[config.mk]
export PLATFORM = sky130hd
export DESIGN_NAME = dcc_top
export DESIGN_NICKNAME = d
export VERILOG_FILES = /design/src/dcc_pkg.sv /design/src/dcc_ctl_if.sv /design/src/dcc_engine.sv /design/src/dcc_top.sv
export SDC_FILE = /design/constraint.sdc
export NUM_CORES = 1
export LEC_CHECK = 0
export ABC_CLOCK_PERIOD_IN_PS = 1300
export BUFFER_PORTS_ARGS = -buffer_cell sky130_fd_sc_hd__buf_2
export CAP_MARGIN = 40
export CELL_PAD_IN_SITES_DETAIL_PLACEMENT = 1
export CELL_PAD_IN_SITES_GLOBAL_PLACEMENT = 2
export CORE_UTILIZATION = 27
export CTS_CLUSTER_DIAMETER = 100
export DETAILED_ROUTE_END_ITERATION = 12
export GPL_TIMING_DRIVEN = 0
export PLACE_DENSITY = 0.8
export RECOVER_POWER = 50
export SYNTH_ARGS = -nofsm -noshare
export SYNTH_HDL_FRONTEND = slang
export SYNTH_HIERARCHICAL = 1
export SYNTH_SLANG_ARGS = --single-unit
[constraint.sdc]
create_clock -name ref_clk -period 1.3 [get_ports ref_clk]
set_input_delay 0.325 -clock ref_clk [delete_from_list [all_inputs] [get_ports ref_clk]]
set_output_delay 0.325 -clock ref_clk [all_outputs]
set_load 0.005 [all_outputs]
[src/dcc_pkg.sv]
// constants, field layout and state codes of the dma channel control block
// assumes a 32-bit apb slave with one aligned word per register
package dcc_pkg;
    localparam int          ADDR_W     = 12;
    localparam int          DATA_W     = 32;
    localparam int          EVT_W      = 4;
    // register byte offsets
    localparam logic [11:0] CTRL_OFS   = 12'h000;
    localparam logic [11:0] STAT_OFS   = 12'h004;
    localparam logic [11:0] MASK_OFS   = 12'h008;
    // control word fields
    localparam int          BUSY_BIT   = 15;
    localparam int          DIR_BIT    = 8;
    localparam int          ON_BIT     = 7;
    localparam int          EVOFF_BIT  = 6;
    localparam int          CHAIN_BIT  = 5;
    localparam int          AUTO_BIT   = 4;
    localparam int          SEEN_BIT   = 2;
    localparam int          PRIO_LSB   = 0;
    localparam int          PRIO_W     = 2;
    localparam logic [31:0] CTRL_RMASK = 32'h0000_81f7;
    // status and mask bit positions
    localparam int          EV_DONE    = 0;
    localparam int          EV_ABORT   = 1;
    localparam int          EV_CHAIN   = 2;
    localparam int          EV_DROP    = 3;
    // reset values
    localparam logic [1:0]  PRIO_RST   = 2'h0;
    localparam logic [3:0]  STAT_RST   = 4'h0;
    localparam logic [3:0]  MASK_RST   = 4'h0;
    localparam logic        FLAG_RST   = 1'b0;

    typedef enum logic [1:0] {
        ST_IDLE  = 2'b00,
        ST_RUN   = 2'b01,
        ST_DRAIN = 2'b11
    } dcc_state_type;
endpackage

[src/dcc_ctl_if.sv]
// control and event signals between register file and channel sequencer
// assumes both ends run on the same clock
`timescale 1ns/1ps
interface dcc_ctl_if;
    logic on;
    logic evOff;
    logic chainAllow;
    logic dirSel;
    logic autoRe;
    logic startEvt;
    logic abortEvt;
    logic xferBusy;
    logic blockDone;
    logic nbrLowerDone;
    logic nbrHigherDone;
    logic setOn;
    logic clrOn;
    logic busy;
    logic seen;
    logic startGo;
    logic abortGo;
    logic chainHit;
    logic startDrop;
    logic doneEvt;

    modport regs (
        output on, evOff, chainAllow, dirSel, autoRe,
        output startEvt, abortEvt, xferBusy, blockDone, nbrLowerDone, nbrHigherDone,
        input  setOn, clrOn, busy, seen, startGo, abortGo, chainHit, startDrop, doneEvt
    );
    modport eng (
        input  on, evOff, chainAllow, dirSel, autoRe,
        input  startEvt, abortEvt, xferBusy, blockDone, nbrLowerDone, nbrHigherDone,
        output setOn, clrOn, busy, seen, startGo, abortGo, chainHit, startDrop, doneEvt
    );
endinterface

[src/dcc_engine.sv]
// channel sequencer: start, abort, block completion, suspend drain, chaining
// assumes config and datapath events arrive on ref_clk, reset already synchronised
`timescale 1ns/1ps
module dcc_engine (
    // clock and reset
    input wire logic ref_clk,
    input wire logic rstN,
    // control link
    dcc_ctl_if.eng   ctl
);
    typedef struct packed {
        dcc_pkg::dcc_state_type st;
        logic                   pend;
        logic                   seen;
    } dcc_eng_state_type;

    dcc_eng_state_type q;
    dcc_eng_state_type next_q;
    logic              accept;
    logic              startAcc;
    logic              abortAcc;
    logic              go;
    logic              done;
    logic              clr;
    logic              hit;

    always_comb begin
        next_q   = q;
        accept   = ctl.on | ctl.evOff;
        startAcc = ctl.startEvt & accept;
        abortAcc = ctl.abortEvt & accept;
        go       = 1'b0;
        done     = 1'b0;
        clr      = 1'b0;
        if (startAcc) begin
            next_q.pend = 1'b1;
        end
        case (q.st)
            dcc_pkg::ST_IDLE: begin
                if (ctl.on && (q.pend || startAcc) && !abortAcc) begin
                    next_q.st   = dcc_pkg::ST_RUN;
                    next_q.pend = 1'b0;
                    go          = 1'b1;
                end
            end
            dcc_pkg::ST_RUN: begin
                if (abortAcc) begin
                    next_q.st = dcc_pkg::ST_IDLE;
                end else if (ctl.blockDone) begin
                    next_q.st = dcc_pkg::ST_IDLE;
                    done      = 1'b1;
                    clr       = !ctl.autoRe;
                end else if (!ctl.on) begin
                    next_q.st = dcc_pkg::ST_DRAIN;
                end
            end
            dcc_pkg::ST_DRAIN: begin
                // suspend waits for the beat in flight to finish
                if (abortAcc) begin
                    next_q.st = dcc_pkg::ST_IDLE;
                end else if (ctl.blockDone) begin
                    next_q.st = dcc_pkg::ST_IDLE;
                    done      = 1'b1;
                    clr       = !ctl.autoRe;
                end else if (ctl.on) begin
                    next_q.st = dcc_pkg::ST_RUN;
                end else if (!ctl.xferBusy) begin
                    next_q.st = dcc_pkg::ST_IDLE;
                end
            end
            default: begin
                next_q.st = dcc_pkg::ST_IDLE;
            end
        endcase
        if (abortAcc) begin
            next_q.pend = 1'b0;
            clr         = 1'b1;
        end
        // set wins over clear
        next_q.seen = (q.seen & !done) | startAcc | abortAcc;
    end

    always_ff @(posedge ref_clk or negedge rstN) begin
        if (!rstN) begin
            q <= '{dcc_pkg::ST_IDLE, dcc_pkg::FLAG_RST, dcc_pkg::FLAG_RST};
        end else begin
            q <= next_q;
        end
    end

    // direction only matters once chaining is allowed
    assign hit           = ctl.chainAllow
                         & (ctl.dirSel ? ctl.nbrLowerDone : ctl.nbrHigherDone);
    assign ctl.chainHit  = hit;
    assign ctl.setOn     = hit;
    assign ctl.clrOn     = clr;
    assign ctl.startGo   = go;
    assign ctl.abortGo   = abortAcc;
    assign ctl.doneEvt   = done;
    assign ctl.startDrop = ctl.startEvt & !accept;
    assign ctl.seen      = q.seen;
    assign ctl.busy      = ctl.on | (q.st != dcc_pkg::ST_IDLE);
endmodule

[src/dcc_top.sv]
// dma channel control top: apb register file, interrupt status, sequencer
// assumes datapath events are synchronous to ref_clk and one cycle wide
`timescale 1ns/1ps
// Notes on behaviour
// - busy reads one while channel enabled or still active, else zero.
// - direction one chains from lower neighbour done, zero from higher neighbour.
// - direction bit has no effect while chaining is disallowed.
// - neighbour completion enables channel only when chaining is allowed.
// - clearing enable suspends only after current transaction finishes.
// - start and abort while off are taken only if events-when-off set.
// - without auto re-enable, block completion clears channel enable.
// - read-only event flag sets when a channel event is detected.
// - priority field codes 3..0 map directly to priorities 3..0.
// - unimplemented control bits 31-16, 14-9 and 3 read zero.
module dcc_top (
    // clock and reset
    input  wire logic        ref_clk,
    input  wire logic        arst_n,
    // apb slave
    input  wire logic        psel,
    input  wire logic        penable,
    input  wire logic        pwrite,
    input  wire logic [11:0] paddr,
    input  wire logic [31:0] pwdata,
    output logic      [31:0] prdata,
    output logic             pready,
    output logic             pslverr,
    // datapath and neighbours
    input  wire logic        startEvt,
    input  wire logic        abortEvt,
    input  wire logic        xferBusy,
    input  wire logic        blockDone,
    input  wire logic        nbrLowerDone,
    input  wire logic        nbrHigherDone,
    // channel outputs
    output logic             chanOn,
    output logic             chanActive,
    output logic      [1:0]  chanPriority,
    output logic             xferStart,
    output logic             xferAbort,
    output logic             irq
);
    typedef struct packed {
        logic        on;
        logic        evOff;
        logic        chain;
        logic        dir;
        logic        autoRe;
        logic [1:0]  prio;
        logic [3:0]  stat;
        logic [3:0]  mask;
        logic        busy;
        logic        irq;
        logic        pready;
        logic        pslverr;
        logic        startOut;
        logic        abortOut;
        logic [31:0] prdata;
    } dcc_top_state_type;

    dcc_top_state_type q;
    dcc_top_state_type next_q;
    logic [1:0]        rstPipe;
    logic              rstN;
    logic              setup;
    logic              access;
    logic              wrCtrl;
    logic              wrStat;
    logic              wrMask;
    logic [31:0]       ctrlWord;
    logic [3:0]        evts;

    dcc_ctl_if ctl ();

    // reset release through two stages
    always_ff @(posedge ref_clk or negedge arst_n) begin
        if (!arst_n) begin
            rstPipe <= 2'b00;
        end else begin
            rstPipe <= {rstPipe[0], 1'b1};
        end
    end
    assign rstN = rstPipe[1];

    assign ctl.on            = q.on;
    assign ctl.evOff         = q.evOff;
    assign ctl.chainAllow    = q.chain;
    assign ctl.dirSel        = q.dir;
    assign ctl.autoRe        = q.autoRe;
    assign ctl.startEvt      = startEvt;
    assign ctl.abortEvt      = abortEvt;
    assign ctl.xferBusy      = xferBusy;
    assign ctl.blockDone     = blockDone;
    assign ctl.nbrLowerDone  = nbrLowerDone;
    assign ctl.nbrHigherDone = nbrHigherDone;

    dcc_engine u_engine (
        .ref_clk (ref_clk),
        .rstN    (rstN),
        .ctl     (ctl.eng)
    );

    assign setup  = psel & !penable;
    assign access = psel & penable & q.pready;
    assign wrCtrl = access & pwrite & (paddr == dcc_pkg::CTRL_OFS);
    assign wrStat = access & pwrite & (paddr == dcc_pkg::STAT_OFS);
    assign wrMask = access & pwrite & (paddr == dcc_pkg::MASK_OFS);

    always_comb begin
        ctrlWord                     = '0;
        ctrlWord[dcc_pkg::BUSY_BIT]  = q.busy;
        ctrlWord[dcc_pkg::DIR_BIT]   = q.dir;
        ctrlWord[dcc_pkg::ON_BIT]    = q.on;
        ctrlWord[dcc_pkg::EVOFF_BIT] = q.evOff;
        ctrlWord[dcc_pkg::CHAIN_BIT] = q.chain;
        ctrlWord[dcc_pkg::AUTO_BIT]  = q.autoRe;
        ctrlWord[dcc_pkg::SEEN_BIT]  = ctl.seen;
        ctrlWord[dcc_pkg::PRIO_LSB +: dcc_pkg::PRIO_W] = q.prio;
    end

    assign evts = {ctl.startDrop, ctl.chainHit, ctl.abortGo, ctl.doneEvt};

    always_comb begin
        next_q          = q;
        next_q.pready   = 1'b0;
        next_q.startOut = ctl.startGo;
        next_q.abortOut = ctl.abortGo;
        next_q.busy     = ctl.busy;
        // read data is captured in the setup cycle; no wait state, pready rises in the first access cycle
        if (setup) begin
            next_q.pready  = 1'b1;
            next_q.pslverr = 1'b0;
            next_q.prdata  = '0;
            case (paddr)
                dcc_pkg::CTRL_OFS: next_q.prdata = pwrite ? '0 : ctrlWord;
                dcc_pkg::STAT_OFS: next_q.prdata = pwrite ? '0 : {28'h0, q.stat};
                dcc_pkg::MASK_OFS: next_q.prdata = pwrite ? '0 : {28'h0, q.mask};
                default:           next_q.pslverr = 1'b1;
            endcase
        end else if (access) begin
            next_q.pslverr = 1'b0;
            next_q.prdata  = '0;
        end
        if (wrCtrl) begin
            next_q.dir    = pwdata[dcc_pkg::DIR_BIT];
            next_q.evOff  = pwdata[dcc_pkg::EVOFF_BIT];
            next_q.chain  = pwdata[dcc_pkg::CHAIN_BIT];
            next_q.autoRe = pwdata[dcc_pkg::AUTO_BIT];
            next_q.prio   = pwdata[dcc_pkg::PRIO_LSB +: dcc_pkg::PRIO_W];
        end
        // chain set beats a simultaneous clear; a software write beats both
        if (wrCtrl) begin
            next_q.on = pwdata[dcc_pkg::ON_BIT];
        end else if (ctl.setOn) begin
            next_q.on = 1'b1;
        end else if (ctl.clrOn) begin
            next_q.on = 1'b0;
        end
        if (wrMask) begin
            next_q.mask = pwdata[3:0];
        end
        // write one to clear, a new event in the same cycle survives
        next_q.stat = (q.stat & ~(wrStat ? pwdata[3:0] : 4'h0)) | evts;
        next_q.irq  = |(next_q.stat & next_q.mask);
    end

    always_ff @(posedge ref_clk or negedge rstN) begin
        if (!rstN) begin
            q <= '0;
        end else begin
            q <= next_q;
        end
    end

    assign prdata       = q.prdata;
    assign pready       = q.pready;
    assign pslverr      = q.pslverr;
    assign chanOn       = q.on;
    assign chanActive   = q.busy;
    assign chanPriority = q.prio;
    assign xferStart    = q.startOut;
    assign xferAbort    = q.abortOut;
    assign irq          = q.irq;
endmodule

==> results.cfg <==
[critical_path]
critPathArrivalTime_ps = 1840
r2r_slack_ps = -360
cp.required_ps = 1480
start_kind = input port
critPathCaptureType = flip-flop
worstPathMaxFanout = 4
crit_type = in2reg

[yosys]
synth_edf_count = 0
synth_largest_area_cell = dfrtp_1
yosysTopAreaCellShare_pct = 47.87
synth_area_mm2 = 0.001934
synth.most_common_cell = dfrtp_1
async_reset_ff_share_pct = 100.0
synth_ff_type = dfrtp_1
ys_types = 41
syn_inst = 166
ys_ff_latch = 37
synth.top_cells.by_count = 37 x dfrtp_1, 35 x buf_4, 10 x a22o_1, 10 x nand2_1, 9 x mux2_2
syn_area_per_cell_um2 = 11.65
netlist_top_cells_area = dfrtp_1 48%, buf_4 14%, mux2_2 5.2%, a22o_1 4.5%, nor4_4 2.2%
yosys_warnings = 6
ys_seq_area_share_pct = 47.87

[timing]
hold_viol = 0
maxSlewHeadroom_pct = 53.51
maxSlewViolCount = 0
tightest_slew_ps = 697.3
setup_tns_ps = -3454
rsz0062_at_grt = true
timing.fmax_mhz = 600.3
finalClockSkew_ps = 6.247
setup_viol = 17
layout_min_cycle_time_ps = 1666
fin_ws_ps = -365.7
fin_crit_sh_pct = 128.1

[layout]
drive_above_1_share_pct = 52.53
syn_to_final_growth_pct = 41.79
instances_no_fill = 353
diodes = 0
fin_nets = 311

[drt]
routed_wl_um = 4508
ant_nets = 0
post_drt_wl_per_cell_um = 12.77
drc = 0
drt_first_iter_violations = 43
first_pass_iters = 4
num_vias = 1437
vias_per_cell = 4.071

[run]
drv_cap = 0

[hold_path]
min_path_type = in2reg

[grt]
track_usage_pct = 12.81
grt_pass1_vias = 1480
overflow = 0
antenna_found_initial = 0
grt_start_max_net_pins = 20
grt_pass1_wl_um = 7265

[floorplanning]
dieHeight_um = 86.64
pin_count = 96
row_count = 30
initial_core_util_pct = 28.16
die-area_mm2 = 0.007506
die_x_um = 86.64
core-area_mm2 = 0.006869

[power_and_ir_drop]
p_per_area_mw_per_mm2 = 950.4
ir_worst_vdd_v = 0.0004152
p_leak_nw = 1.454

[clock_network]
cts.sinks = 37
tritoncts = done
cts.clk_slew.worst_paths_ps = 80
clock_path_buffers = 2
cts_root_buf = clkbuf_8
htree_levels = 2
clock_latency_ps = 290
cts_buffers = 5

[placement]
io_buffers = 49
dpl.cell_count = 333
hpwl_um = 3368
gp_congestion = 0.7017

[run_status]
status = finished with violations
violations = setup timing
registers in the layout, indices dropped and copies added (netlist names), 2 cells and up:
register      cells
q                 8
rstPipe           2
u_engine/q        3
chanPriority      2
prdata           10
layout by cell type, fill, tap and decap left out, types with 2 or more instances in the layout:
| master | count |
|---|---|
| o21bai_1 | 2 |
| and4_4 | 2 |
| inv_1 | 3 |
| o21ai_1 | 4 |
| buf_2 | 46 |
| dfrtp_1 | 37 |
| buf_4 | 39 |
| mux2_2 | 2 |
| nor4_4 | 2 |
| or2_2 | 2 |
| mux2_4 | 8 |
| mux2i_1 | 4 |
| o21a_1 | 3 |
| nor2b_1 | 4 |
| bufinv_16 | 2 |
| buf_6 | 10 |
| nand2_1 | 9 |
| nor3b_4 | 2 |
| nor2_1 | 5 |
| clkbuf_8 | 5 |
| a22o_1 | 10 |
| a21boi_1 | 2 |
| conb_1 | 23 |
| o21ai_2 | 2 |
what timing repair did:
item / 4_1_cts / 5_1_grt
buffers inserted: 12 / 2
endpoints found under the hold margin: 2 / 0
setup endpoints to repair: 25 / 21
gates resized for setup: 32 / 10
hold buffers: 1 / 0
pin swaps: 16 / 7
worst paths after layout:
path / from / to / cells after the start
worst max-delay path: paddr[5] / irq$_DFF_PN0_ / 7
worst min-delay path: penable / pready$_DFF_PN0_ / 2
worst max register to register: pready$_DFF_PN0_ / irq$_DFF_PN0_ / 5
worst min register to register: rstPipe[1]$_DFF_PN0_ / prdata[8]$_DFFE_PN0P_ / 0
max in group asynchronous: rstPipe[1]$_DFF_PN0_ / u_engine/ctl.seen$_DFF_PN0_ / 1
min in group asynchronous: rstPipe[1]$_DFF_PN0_ / prdata[8]$_DFFE_PN0P_ / 0
layer usage:
metal | GRT usage, % | share of wire [%] | vias up
met5 | 0 | 0 | -
met2 | 22.01 | 53 | 37
met4 | 6.364 | 1.7 | 0
met1 | 15.73 | 42 | 691
li1 | - | - | 704
met3 | 1.810 | 2.7 | 5
cells by family (layout without fill, tap and decap cells):
| logic type | count (synthesis) | after routing | share of synthesized area [%] |
|---|---|---|---|
| other | 2 | 23 | 0.3882 |
| flip-flops | 37 | 37 | 47.87 |
| buffers and inverters | 40 | 110 | 14.94 |
| AO/OA/AOI/OAI | 34 | 34 | 13.20 |
| multiplexers | 14 | 14 | 8.085 |
| AND/OR/NAND/NOR | 39 | 39 | 15.52 |
final cells by class:
type | instances | area, um2
Tap cell | 96 | 120.1
Fill cell | 790 | 4126
Multi-Input combinational cell | 110 | 874.6
Clock buffer | 5 | 68.82
Sequential cell | 37 | 925.9
Buffer | 36 | 286.5
Inverter | 3 | 11.26
Clock inverter | 3 | 65.06
Timing Repair Buffer | 63 | 390.4
where the power goes:
part / internal [mW] / switching (mW)
clock: 0.762 / 0.410
combinational: 0.132 / 0.111
sequential: 1.17 / 0.0211
metrics by stage:
stage	util [%]	hold slack, ps	area (um2)	setup WS [ps]	power [mW]
floorplan	-	29.41	2029	-471.4	1.340
global placement	34.86	109.8	2395	-829.1	1.426
detailed placement	35.26	118.2	2422	-836.7	1.442
CTS	39.93	227.6	2743	-371.9	2.653
global route	39.93	229.5	2743	-432.5	2.718
finish	39.93	239.3	2743	-365.7	2.606
critical path, cell delays in order:
cell,delay (ps)
buf_6,100
nor4_4,270
buf_4,180
nand4_4,140
mux2_4,340
o21a_1,100
a2111o_1,380
Power figures use the tool's default switching activity.
